[config.mk]
export PLATFORM = sky130hd
export DESIGN_NAME = cpf_fault_ctl
export DESIGN_NICKNAME = d
export VERILOG_FILES = /design/src/core/cpf_pkg.sv /design/src/core/cpf_fault_ctl.sv
export SDC_FILE = /design/constraint.sdc
export NUM_CORES = 1
export LEC_CHECK = 0
export BUFFER_PORTS_ARGS = -buffer_cell sky130_fd_sc_hd__buf_2
export CAP_MARGIN = 40
export CORE_MARGIN = 1.5
export CORE_UTILIZATION = 40
export DETAILED_ROUTE_END_ITERATION = 6
export GPL_ROUTABILITY_DRIVEN = 0
export PLACE_DENSITY = 0.64
export SYNTH_ARGS = -nofsm -noshare
export SYNTH_HDL_FRONTEND = slang
export SYNTH_SLANG_ARGS = --single-unit
[constraint.sdc]
create_clock -name ref_clk_i -period 3.7 [get_ports ref_clk_i]
set_input_delay 0.37 -clock ref_clk_i [delete_from_list [all_inputs] [get_ports ref_clk_i]]
set_output_delay 0.37 -clock ref_clk_i [all_outputs]
set_load 0.005 [all_outputs]
[src/core/cpf_pkg.sv]
// package: constants, types and decoders of the cell protection fault controller
// Notes on behaviour
// - any cell over the overvoltage level turns charge off, discharge stays on
// - overvoltage clears on a latch clear toggle once every cell is below the level, no hysteresis
// - any cell under the undervoltage level turns discharge off, charge stays on
// - undervoltage clears on a latch clear toggle above level plus hysteresis, or above level with pack over battery
// - discharge overcurrent turns both switches off
// - short circuit turns both switches off; neither current fault recovers on its own
// - both switches stay off until the regulators are properly powered
// - regulators start from the pack input, then move to battery once both are stable
// - losing the three volt regulator shuts switches, regulators and thermistor drive
// - strap code 000 to 101 selects ten down to five cells
// - zero delay select high makes every detection delay zero
// - gain select picks the low or the high cell monitor reference and gain
// - a disabled cell voltage output is tied to ground
// - pack monitor enable routes scaled total pack voltage to the output
// - battery monitor enable routes scaled total battery voltage to the output while pack monitor enable is off
// - with amplifier on, both monitor enables off and no cell selected, the calibration code picks the source
package cpf_pkg;
  localparam int CLK_PERIOD_NS = 4;
  localparam int TICK_NS = 1000;
  localparam int TICK_CYCLES = (TICK_NS + CLK_PERIOD_NS - 1) / CLK_PERIOD_NS;
  localparam int TICK_W = 8;
  localparam int DLY_W = 8;
  localparam int NFAULT = 4;
  localparam int NEVT = 5;
  localparam int F_OV = 0;
  localparam int F_UV = 1;
  localparam int F_OCD = 2;
  localparam int F_SCD = 3;
  localparam int EV_PWR = 4;
  localparam logic [4:0] ADDR_CTRL = 5'h00;
  localparam logic [4:0] ADDR_STATUS = 5'h04;
  localparam logic [4:0] ADDR_DELAY = 5'h08;
  localparam logic [4:0] ADDR_IRQ_STATUS = 5'h0c;
  localparam logic [4:0] ADDR_IRQ_MASK = 5'h10;
  localparam logic [31:0] CTRL_RESET = 32'h0000_0000;
  localparam logic [31:0] DELAY_RESET = 32'h0a0a_0a0a;
  localparam logic [NEVT-1:0] MASK_RESET = 5'h00;
  localparam logic [2:0] CAL_AMP_ZERO = 3'h1;
  localparam logic [2:0] CAL_REF_AMP = 3'h2;
  localparam logic [2:0] CAL_REF_DIRECT = 3'h3;
  localparam logic [2:0] CAL_HI_AMP = 3'h4;
  localparam logic [2:0] CAL_REF_HOLD = 3'h5;
  localparam logic [2:0] CAL_HI_HOLD = 3'h6;
  localparam logic [2:0] STRAP_TEN = 3'h0;
  localparam logic [2:0] STRAP_FIVE = 3'h5;
  localparam logic [3:0] CELLS_MAX = 4'ha;
  localparam logic [3:0] CELLS_NONE = 4'h0;

  typedef enum logic [1:0] {
    PWR_OFF = 2'b00,
    PWR_PACK = 2'b01,
    PWR_BAT = 2'b11
  } cpf_pwr_type;

  typedef enum logic [3:0] {
    VR_GROUND = 4'h0,
    VR_CELL = 4'h1,
    VR_PACK = 4'h2,
    VR_BAT = 4'h3,
    VR_AMP_ZERO = 4'h4,
    VR_REF_DIRECT = 4'h5,
    VR_REF_AMP = 4'h6,
    VR_HI_AMP = 4'h7,
    VR_REF_HOLD = 4'h8,
    VR_HI_HOLD = 4'h9
  } cpf_route_type;

  typedef struct packed {
    logic [16:0] spare;
    logic [3:0] cell_sel;
    logic [2:0] cal_sel;
    logic thermistor_drive_en;
    logic amp_en;
    logic bat_mon;
    logic pack_mon;
    logic gain_sel;
    logic latch_clear;
    logic dsg_en;
    logic chg_en;
  } cpf_ctrl_type;

  typedef struct packed {
    logic ov;
    logic ov_all_below;
    logic uv;
    logic uv_above_hyst;
    logic uv_above;
    logic pack_over_bat;
    logic discharge_overcurrent;
    logic discharge_short_circuit;
    logic pack_startup;
    logic five_volt_regulator_good;
    logic three_volt_regulator_good;
    logic [2:0] strap;
    logic zero_delay;
  } cpf_pins_type;

  // zero marks a reserved strap code
  function automatic logic [3:0] cpf_cell_count(input logic [2:0] strap);
    cpf_cell_count = (strap <= STRAP_FIVE) ? CELLS_MAX - {1'b0, strap} : CELLS_NONE;
  endfunction

  function automatic logic [31:0] cpf_merge(input logic [31:0] old, input logic [31:0] wd,
                                            input logic [3:0] be);
    for (int b = 0; b < 4; b++) begin
      cpf_merge[8*b+:8] = be[b] ? wd[8*b+:8] : old[8*b+:8];
    end
  endfunction
endpackage

[src/core/cpf_fault_ctl.sv]
// top: protection fault control, power sequencing and monitor routing
`timescale 1ns/1ps
`default_nettype none
module cpf_fault_ctl
  import cpf_pkg::*;
(
  input wire logic ref_clk_i,
  input wire logic resetn_i,
  input wire logic [4:0] avs_address_i,
  input wire logic avs_read_i,
  input wire logic avs_write_i,
  input wire logic [31:0] avs_writedata_i,
  input wire logic [3:0] avs_byteenable_i,
  output logic [31:0] avs_readdata_o,
  output logic avs_waitrequest_o,
  input wire logic cell_overvoltage_i,
  input wire logic ov_all_below_i,
  input wire logic cell_undervoltage_i,
  input wire logic uv_above_hyst_i,
  input wire logic uv_above_i,
  input wire logic pack_over_bat_i,
  input wire logic discharge_overcurrent_i,
  input wire logic discharge_short_circuit_i,
  input wire logic pack_startup_i,
  input wire logic five_volt_regulator_good_i,
  input wire logic three_volt_regulator_good_i,
  input wire logic cell_count_strap_high_i,
  input wire logic cell_count_strap_mid_i,
  input wire logic cell_count_strap_low_i,
  input wire logic zero_delay_select_i,
  output logic charge_switch_o,
  output logic discharge_switch_o,
  output logic five_volt_regulator_en_o,
  output logic three_volt_regulator_en_o,
  output logic reg_source_bat_o,
  output logic thermistor_drive_o,
  output var cpf_route_type vout_route_o,
  output logic [3:0] cell_select_o,
  output logic cell_gain_select_o,
  output logic irq_o
);
  cpf_pins_type pins_raw;
  cpf_pins_type sync1_reg;
  cpf_pins_type pins;
  cpf_ctrl_type ctrl_reg;
  cpf_ctrl_type ctrl_next;
  cpf_pwr_type pwr_reg;
  cpf_route_type route_next;
  logic [31:0] delay_reg;
  logic [NEVT-1:0] irq_status_reg;
  logic [NEVT-1:0] irq_mask_reg;
  logic [NEVT-1:0] event_vec;
  logic [NFAULT-1:0] fault_reg;
  logic [NFAULT-1:0] cond;
  logic [NFAULT-1:0] trip;
  logic [NFAULT-1:0] recov;
  logic [DLY_W-1:0] dly_cnt_reg [NFAULT];
  logic [TICK_W-1:0] tick_cnt_reg;
  logic tick;
  logic clear_prev_reg;
  logic clr_pulse;
  logic req;
  logic access;
  logic [3:0] cell_count_reg;
  logic strap_reserved_reg;
  logic three_volt_regulator_lost;

  assign pins_raw = '{
    ov: cell_overvoltage_i, ov_all_below: ov_all_below_i,
    uv: cell_undervoltage_i, uv_above_hyst: uv_above_hyst_i,
    uv_above: uv_above_i, pack_over_bat: pack_over_bat_i,
    discharge_overcurrent: discharge_overcurrent_i, discharge_short_circuit: discharge_short_circuit_i,
    pack_startup: pack_startup_i, five_volt_regulator_good: five_volt_regulator_good_i,
    three_volt_regulator_good: three_volt_regulator_good_i,
    strap: {cell_count_strap_high_i, cell_count_strap_mid_i, cell_count_strap_low_i},
    zero_delay: zero_delay_select_i};

  // comparators and straps are analog, so every pin is resynchronised
  always_ff @(posedge ref_clk_i or negedge resetn_i) begin
    if (!resetn_i) begin
      sync1_reg <= '0;
      pins <= '0;
    end else begin
      sync1_reg <= pins_raw;
      pins <= sync1_reg;
    end
  end

  assign req = avs_read_i | avs_write_i;
  assign access = req & ~avs_waitrequest_o;

  // one wait cycle per access; read data is prepared during it
  always_ff @(posedge ref_clk_i or negedge resetn_i) begin
    if (!resetn_i) begin
      avs_waitrequest_o <= 1'b1;
    end else if (req && avs_waitrequest_o) begin
      avs_waitrequest_o <= 1'b0;
    end else begin
      avs_waitrequest_o <= 1'b1;
    end
  end

  always_ff @(posedge ref_clk_i or negedge resetn_i) begin
    if (!resetn_i) begin
      avs_readdata_o <= '0;
    end else if (avs_read_i && avs_waitrequest_o) begin
      unique case (avs_address_i)
        ADDR_CTRL: avs_readdata_o <= ctrl_reg;
        ADDR_STATUS: avs_readdata_o <= {18'h00000, charge_switch_o, discharge_switch_o,
                                        pwr_reg, pins.zero_delay, strap_reserved_reg,
                                        cell_count_reg, fault_reg};
        ADDR_DELAY: avs_readdata_o <= delay_reg;
        ADDR_IRQ_STATUS: avs_readdata_o <= {27'h0, irq_status_reg};
        ADDR_IRQ_MASK: avs_readdata_o <= {27'h0, irq_mask_reg};
        default: avs_readdata_o <= '0;
      endcase
    end
  end

  always_ff @(posedge ref_clk_i or negedge resetn_i) begin
    if (!resetn_i) begin
      delay_reg <= DELAY_RESET;
      irq_mask_reg <= MASK_RESET;
    end else if (access && avs_write_i) begin
      if (avs_address_i == ADDR_DELAY) begin
        delay_reg <= cpf_merge(delay_reg, avs_writedata_i, avs_byteenable_i);
      end
      if (avs_address_i == ADDR_IRQ_MASK) begin
        // only the event lanes of the merged word are kept
        irq_mask_reg <= NEVT'(cpf_merge({27'h0, irq_mask_reg}, avs_writedata_i,
                                        avs_byteenable_i));
      end
    end
  end

  // host writes, then a new trip drops the matching enables so that the
  // switches come back only after an explicit re-enable
  always_comb begin
    ctrl_next = ctrl_reg;
    if (access && avs_write_i && avs_address_i == ADDR_CTRL) begin
      ctrl_next = cpf_merge(ctrl_reg, avs_writedata_i, avs_byteenable_i);
    end
    if (trip[F_OV] | trip[F_OCD] | trip[F_SCD]) begin
      ctrl_next.chg_en = 1'b0;
    end
    if (trip[F_UV] | trip[F_OCD] | trip[F_SCD]) begin
      ctrl_next.dsg_en = 1'b0;
    end
    ctrl_next.spare = '0;
  end

  always_ff @(posedge ref_clk_i or negedge resetn_i) begin
    if (!resetn_i) begin
      ctrl_reg <= CTRL_RESET;
    end else if (pwr_reg != PWR_BAT) begin
      ctrl_reg <= CTRL_RESET;
    end else begin
      ctrl_reg <= ctrl_next;
    end
  end

  // fault latch clear acts on its falling edge, after a high phase
  always_ff @(posedge ref_clk_i or negedge resetn_i) begin
    if (!resetn_i) begin
      clear_prev_reg <= 1'b0;
    end else begin
      clear_prev_reg <= ctrl_reg.latch_clear;
    end
  end
  assign clr_pulse = clear_prev_reg & ~ctrl_reg.latch_clear;

  always_ff @(posedge ref_clk_i or negedge resetn_i) begin
    if (!resetn_i) begin
      tick_cnt_reg <= '0;
    end else if (tick) begin
      tick_cnt_reg <= '0;
    end else begin
      tick_cnt_reg <= tick_cnt_reg + 1'b1;
    end
  end
  assign tick = (tick_cnt_reg == TICK_W'(TICK_CYCLES - 1));

  assign cond = {pins.discharge_short_circuit, pins.discharge_overcurrent, pins.uv, pins.ov};
  assign recov[F_OV] = pins.ov_all_below;
  assign recov[F_UV] = pins.uv_above_hyst | (pins.uv_above & pins.pack_over_bat);
  // no autonomous condition: the host toggle alone releases a current fault
  assign recov[F_OCD] = 1'b1;
  assign recov[F_SCD] = 1'b1;

  // current faults only clear by host toggle; the condition still present
  // re-trips at once since the set term wins
  for (genvar i = 0; i < NFAULT; i++) begin : g_fault
    logic [DLY_W-1:0] limit;
    assign limit = delay_reg[DLY_W*i+:DLY_W];
    assign trip[i] = cond[i] & (pins.zero_delay | (dly_cnt_reg[i] >= limit));
    always_ff @(posedge ref_clk_i or negedge resetn_i) begin
      if (!resetn_i) begin
        dly_cnt_reg[i] <= '0;
      end else if (!cond[i]) begin
        dly_cnt_reg[i] <= '0;
      end else if (tick && dly_cnt_reg[i] < limit) begin
        dly_cnt_reg[i] <= dly_cnt_reg[i] + 1'b1;
      end
    end
    always_ff @(posedge ref_clk_i or negedge resetn_i) begin
      if (!resetn_i) begin
        fault_reg[i] <= 1'b0;
      end else if (trip[i]) begin
        fault_reg[i] <= 1'b1;
      end else if (clr_pulse && recov[i]) begin
        fault_reg[i] <= 1'b0;
      end
    end
    assign event_vec[i] = trip[i] & ~fault_reg[i];
  end

  assign three_volt_regulator_lost = (pwr_reg == PWR_BAT) & ~pins.three_volt_regulator_good;
  assign event_vec[EV_PWR] = three_volt_regulator_lost;

  always_ff @(posedge ref_clk_i or negedge resetn_i) begin
    if (!resetn_i) begin
      pwr_reg <= PWR_OFF;
    end else begin
      unique case (pwr_reg)
        PWR_OFF: if (pins.pack_startup) pwr_reg <= PWR_PACK;
        PWR_PACK: if (pins.five_volt_regulator_good && pins.three_volt_regulator_good) pwr_reg <= PWR_BAT;
        PWR_BAT: if (!pins.three_volt_regulator_good) pwr_reg <= PWR_OFF;
        default: pwr_reg <= PWR_OFF;
      endcase
    end
  end

  always_ff @(posedge ref_clk_i or negedge resetn_i) begin
    if (!resetn_i) begin
      irq_status_reg <= '0;
      irq_o <= 1'b0;
    end else begin
      if (access && avs_write_i && avs_address_i == ADDR_IRQ_STATUS) begin
        irq_status_reg <= event_vec | (irq_status_reg &
                          ~(avs_writedata_i[NEVT-1:0] & {NEVT{avs_byteenable_i[0]}}));
      end else begin
        irq_status_reg <= event_vec | irq_status_reg;
      end
      irq_o <= |(irq_status_reg & irq_mask_reg);
    end
  end

  always_ff @(posedge ref_clk_i or negedge resetn_i) begin
    if (!resetn_i) begin
      cell_count_reg <= CELLS_NONE;
      strap_reserved_reg <= 1'b0;
    end else begin
      cell_count_reg <= cpf_cell_count(pins.strap);
      strap_reserved_reg <= (pins.strap > STRAP_FIVE);
    end
  end

  // enables alone do not switch: an open latch or a weak supply overrides
  always_ff @(posedge ref_clk_i or negedge resetn_i) begin
    if (!resetn_i) begin
      charge_switch_o <= 1'b0;
      discharge_switch_o <= 1'b0;
    end else begin
      charge_switch_o <= (pwr_reg == PWR_BAT) & ctrl_reg.chg_en &
                         ~fault_reg[F_OV] & ~fault_reg[F_OCD] & ~fault_reg[F_SCD];
      discharge_switch_o <= (pwr_reg == PWR_BAT) & ctrl_reg.dsg_en &
                            ~fault_reg[F_UV] & ~fault_reg[F_OCD] & ~fault_reg[F_SCD];
    end
  end

  always_ff @(posedge ref_clk_i or negedge resetn_i) begin
    if (!resetn_i) begin
      five_volt_regulator_en_o <= 1'b0;
      three_volt_regulator_en_o <= 1'b0;
      reg_source_bat_o <= 1'b0;
      thermistor_drive_o <= 1'b0;
    end else begin
      five_volt_regulator_en_o <= (pwr_reg != PWR_OFF);
      three_volt_regulator_en_o <= (pwr_reg != PWR_OFF);
      reg_source_bat_o <= (pwr_reg == PWR_BAT);
      thermistor_drive_o <= (pwr_reg == PWR_BAT) & ctrl_reg.thermistor_drive_en;
    end
  end

  // pack monitor beats battery monitor, both beat calibration and cells
  always_comb begin
    route_next = VR_GROUND;
    if (ctrl_reg.amp_en) begin
      if (ctrl_reg.pack_mon) begin
        route_next = VR_PACK;
      end else if (ctrl_reg.bat_mon) begin
        route_next = VR_BAT;
      end else if (ctrl_reg.cell_sel != '0) begin
        route_next = VR_CELL;
      end else begin
        unique case (ctrl_reg.cal_sel)
          CAL_AMP_ZERO: route_next = VR_AMP_ZERO;
          CAL_REF_AMP: route_next = VR_REF_AMP;
          CAL_REF_DIRECT: route_next = VR_REF_DIRECT;
          CAL_HI_AMP: route_next = VR_HI_AMP;
          CAL_REF_HOLD: route_next = VR_REF_HOLD;
          CAL_HI_HOLD: route_next = VR_HI_HOLD;
          default: route_next = VR_GROUND;
        endcase
      end
    end
  end

  always_ff @(posedge ref_clk_i or negedge resetn_i) begin
    if (!resetn_i) begin
      vout_route_o <= VR_GROUND;
      cell_select_o <= '0;
      cell_gain_select_o <= 1'b0;
    end else begin
      vout_route_o <= route_next;
      cell_select_o <= ctrl_reg.cell_sel;
      cell_gain_select_o <= ctrl_reg.gain_sel;
    end
  end
endmodule
`default_nettype wire

# After elaboration in Yosys (flattened, before gate mapping)
# Index checks and enable logic that the tools add are counted.
# classes
add_sub_neg,6
order_cmp,10
eq_ne,21
n_mux,35
n_bitwise,44
n_reduce_logical,38
# ops
cell,count
one-hot mux 32 bit (5 select lines),1
2-to-1 mux 8 bit,10
"adder 8 x 1 -> 8 bit, second input constant",5
>= comparator 8 bit,4
< comparator 8 bit,4
2-to-1 mux 15 bit,2
one-hot mux 4 bit (6 select lines),1
bitwise AND 1 bit,21
2-to-1 mux 4 bit,5
AND reduction 3 bit,6
nonzero test 2 bit,8
bitwise AND 5 bit,3
logical AND 1 bit,12
nonzero test 3 bit,4
"equality test 5 x 4 -> 1 bit, second input constant",2
2-to-1 mux 1 bit,10
OR 1 bit,10
OR 5 bit,2
"equality test 3 bit, second input constant",3
"equality test 8 bit, second input constant",1
"inequality test 2 x 1 -> 1 bit, second input constant",4
"inequality test 2 bit, second input constant",4
AND reduction 2 bit,4
2-to-1 mux 7 bit,1
other kinds (18),27
# totals
register_bits,187
in_bits,60
out_inout_bits,49
wordCells,220

# Logic depth before layout (Yosys ltp)
# logic_depth
ltp_word,7
depth_mapped,9
depth_no_buf,7

# Least setup slack after synthesis
# OpenSTA, ideal clock, no wires.
# synth_path
kind,flip-flop to flip-flop
start,register delay_reg[25]
end,register irq_status_reg[3]
setup_ps,122
t_arrival_ps,2046
required_time_ps,3578
setup_slack_ps,1532
path_stages_with_launch,8
n_path_buf,0
path_cell_list,dfstp_2 > inv_1 > ha_1 > nor2b_1 > o211ai_1 > a21oi_1 > or4_1 > a32o_1
# synth_via
elab_chain_len,6
# synth_lines
item,line_no,rtl
start: declaration,cpf_fault_ctl.sv:49,logic [31:0] delay_reg;
start signal: assignment,cpf_fault_ctl.sv:126,"delay_reg <= cpf_merge(delay_reg, avs_writedata_i, avs_byteenable_i);"
>= comparator 8 bit (*),cpf_fault_ctl.sv:195,assign trip[i] = cond[i] & (pins.zero_delay | (dly_cnt_reg[i] >= limit));
OR 1 bit (*),cpf_fault_ctl.sv:195,
bitwise AND 1 bit (*),cpf_fault_ctl.sv:195,
bitwise AND 1 bit (*),cpf_fault_ctl.sv:214,assign event_vec[i] = trip[i] & ~fault_reg[i];
OR 5 bit (on tied branches),"cpf_fault_ctl.sv:242, cpf_fault_ctl.sv:239",
2-to-1 mux 5 bit (*),cpf_fault_ctl.sv:238,if (access && avs_write_i && avs_address_i == ADDR_IRQ_STATUS) begin
end signal: assignment,cpf_fault_ctl.sv:239,irq_status_reg <= event_vec | (irq_status_reg &
end signal: assignment,cpf_fault_ctl.sv:242,irq_status_reg <= event_vec | irq_status_reg;
end: declaration,cpf_fault_ctl.sv:50,logic [NEVT-1:0] irq_status_reg;
# Mark *: on every way between the ends. The rest lies on a longest branch, timed or not.
# A chain may end at the register's enable or synchronous reset.

# Worst setup path after layout
# layout_path
start,register tick_cnt_reg[1]
end,register dly_cnt_reg[7] in the netlist's numbering
# layout_via
elab_chain_len,3
# layout_lines
item,line_no,rtl
start: declaration,cpf_fault_ctl.sv:58,logic [TICK_W-1:0] tick_cnt_reg;
start signal: assignment,cpf_fault_ctl.sv:178,tick_cnt_reg <= tick_cnt_reg + 1'b1;
equality test 8 bit,cpf_fault_ctl.sv:181,assign tick = (tick_cnt_reg == TICK_W'(TICK_CYCLES - 1));
logical AND 1 bit,cpf_fault_ctl.sv:201,end else if (tick && dly_cnt_reg[i] < limit) begin
inequality test 2 x 1 -> 1 bit (no source line),n/a,
end signal: indexed assignment,cpf_fault_ctl.sv:202,dly_cnt_reg[i] <= dly_cnt_reg[i] + 1'b1;
end: declaration,cpf_fault_ctl.sv:57,logic [DLY_W-1:0] dly_cnt_reg [NFAULT];
# No other way between the ends.

==> flow_summary.yaml <==
layout:
  final_area_um2: 9920
  final_cells: 1173
  layout-drive-gt1-share_pct: 22.3
  final_cell_mix: "dfrtp_1, buf_2, nand2_1"
  nets: 983
  mostFrequentLayoutCell: "dfrtp_1"
  area_growth_pct: 17.3
worst_hold_path:
  hold_class: "input pin to flip-flop"
  hp-start: "uv_above_i"
sta:
  max_freq_mhz: 406
  skew_ns: 0.00948
  hold_ws_ns: 0.0424
  final.min_clock_period_ns: 2.46
  tightest_slew_ns: 0.883
  maxSlewViolCount: 0
  rsz0062_at_grt: "no"
  finalHoldViolations: 0
  finalWorstSetupSlack_ns: 1.24
  slew-limit-headroom_pct: 41.2
  setup_viol: 0
  setup-tns-final_ns: 0
  period_share_pct: 66.6
worst_setup_path:
  crit_fanout: 5
  crit_arrival_ns: 2.75
  cp-end-kind: "flip-flop"
  worstPathRequired_ns: 3.99
  crit_path_start_kind: "flip-flop"
  startpoint: "tick_cnt_reg[1]"
  path_class: "flip-flop to flip-flop"
  r2r_start: "tick_cnt_reg[1]"
die:
  ios: 109
  rows: 53
  die_area_um2: 22000
  die_h_um: 148
  die_x_um: 148
  initial_core_util_pct: 40.5
  coreArea_um2: 20900
detailed_routing:
  drcViolationCount: 0
  vias: 6164
  ant_nets: 0
  highest_layer: "met5"
  first_pass_iters: 5
  routed_wl_um: 19600
  wl_per_cell_um: 16.7
  drt-initial-drc-count: 547
  wl_met2_um: 8810
  met1Wirelength_um: 9470
  wl_met3_um: 1020
  viasPerCell: 5.25
synth:
  synth_enable_flop_cells: 0
  synthTopCellsByArea: "dfrtp_1, ha_1, mux2_2, nand2_1, o21ai_0"
  async_flop_share_pct: 100
  syn_inst: 774
  synth_nets: 874
  synth.avg_cell_area_um2: 10.9
  netlist_area_um2: 8460
  ys.flop_type: "dfrtp_1"
  synth_top_area_cell: "dfrtp_1"
  ys_types: 51
  yosysSeqAreaShare_pct: 55.5
  ys_seq_elements: 187
  synth_top_area_share_pct: 52.7
  yosysWarnings: 0
flow_run:
  drv_cap: 0
global_route:
  antenna_found_initial: 3
  globalRoute.totalOverflow: 0
  grt_max_degree: 87
  groute.usage.overall_pct: 18.6
  grt_pass1_vias: 5944
  grt_pass1_wl_um: 32000
pwr:
  powerDensity_nw_per_um2: 446
  vdd_drop_max_uv: 337
  p_leak_nw: 4.67
placement:
  placed_cell_area_um2: 9300
  dp_hpwl_um: 14300
  portBuffers: 108
  pre_cts_ws_ns: 1.26
  dp.cells: 1138
cts:
  cts_inserted_buffers: 17
  clk_latency_ns: 0.43
  path_clk_slew_ns: 0.07
  cts_tree: "built"
  clk_path_buf_depth: 2
  htreeDepth: 4
  cts_sinks: 187
  cts.root.buffer_cell: "clkbuf_16"
run_status:
  status: "complete, no violations"
cells in the mapped netlist, drive strengths merged, types with 2 or more instances:
cell / number
nand4: 14
clkbuf: 19
nor3: 8
nor4: 6
nand2: 86
or4: 19
inv: 43
mux2i: 23
o2bb2ai: 4
or3: 4
o41ai: 3
dfrtp: 178
a21oi: 49
nor3b: 4
dfstp: 9
o31ai: 16
nand2b: 16
and2: 3
ha: 40
mux2: 30
buf: 10
o21ai: 53
a22oi: 7
o211ai: 4
and4b: 2
nor2b: 6
o311ai: 2
xnor2: 4
xor2: 4
and4: 2
nand3: 26
nor2: 39
and3: 6
or2: 2
a222oi: 15
a21o: 11
metrics by stage:
step | util (%) | power [mW]
after global placement | 44.4 | 2.58
after global routing | 47.5 | 4.62
after floorplan | - | 2.41
after CTS | 47.5 | 4.48
after detailed placement | 44.5 | 2.60
final | 47.5 | 4.43
final timing paths:
path / end / slack (ns) / cells past startpoint
worst min register to register: pins[2] / 0.35 / 0
worst max-delay path: dly_cnt_reg[7] / 1.24 / 7
worst min-delay path: sync1_reg[10] / 0.04 / 1
max in group asynchronous: delay_reg[27] / 2.29 / 3
worst max register to register: dly_cnt_reg[7] / 1.24 / 7
min in group asynchronous: avs_readdata_o[17] / 0.49 / 2
cell type report:
type	instances	area, um2
antenna	2	5.00
tap	275	344
timing repair buffer	119	651
multi-input combinational	514	3460
sequential	187	4690
fill	1932	11000
clock inverter	15	183
inverter	44	165
clock buffer	17	425
cells by family (layout without fill, tap and decap cells):
group                      count (synthesis)  count (layout)  share of synthesized area [%]
and+or+nand+nor                          244             244                           14.7
DFF                                      187             187                           55.5
AOI/OAI and AO/OA                        169             169                           12.6
buffers and inverters                     73             195                           3.76
muxes                                     53              53                           6.71
adders and majority gates                 40              40                           5.92
xor gates and xnor gates                   8               8                          0.828
other                                      0               2                              0
per-layer routing:
| metal | vias up | global-route usage, % |
|---|---|---|
| li1 | 3007 | - |
| met1 | 2956 | 27.2 |
| met2 | 177 | 28.1 |
| met3 | 22 | 3.28 |
| met4 | 2 | 5.50 |
| met5 | - | 0 |
what timing repair did:
item,4_1_cts,5_1_grt
setup buffers,0,0
hold endpoints to repair,61,0
resized for setup,0,0
hold buffers,1,0
critical path: stages, from the launching register on:
cell and delay [ns]:
dfrtp_1 0.39, inv_1 0.06, ha_1 0.13, and4b_1 0.27
nand4_1 0.37, or4_1 0.66, o311ai_0 0.30, o41ai_1 0.14
report_power, final:
group / internal, mW / switching [mW]
clock: 1.02 / 0.849
sequential: 2.13 / 0.0565
combinational: 0.138 / 0.238
total: 3.29 / 1.14
(Power assumes the default switching activity.)
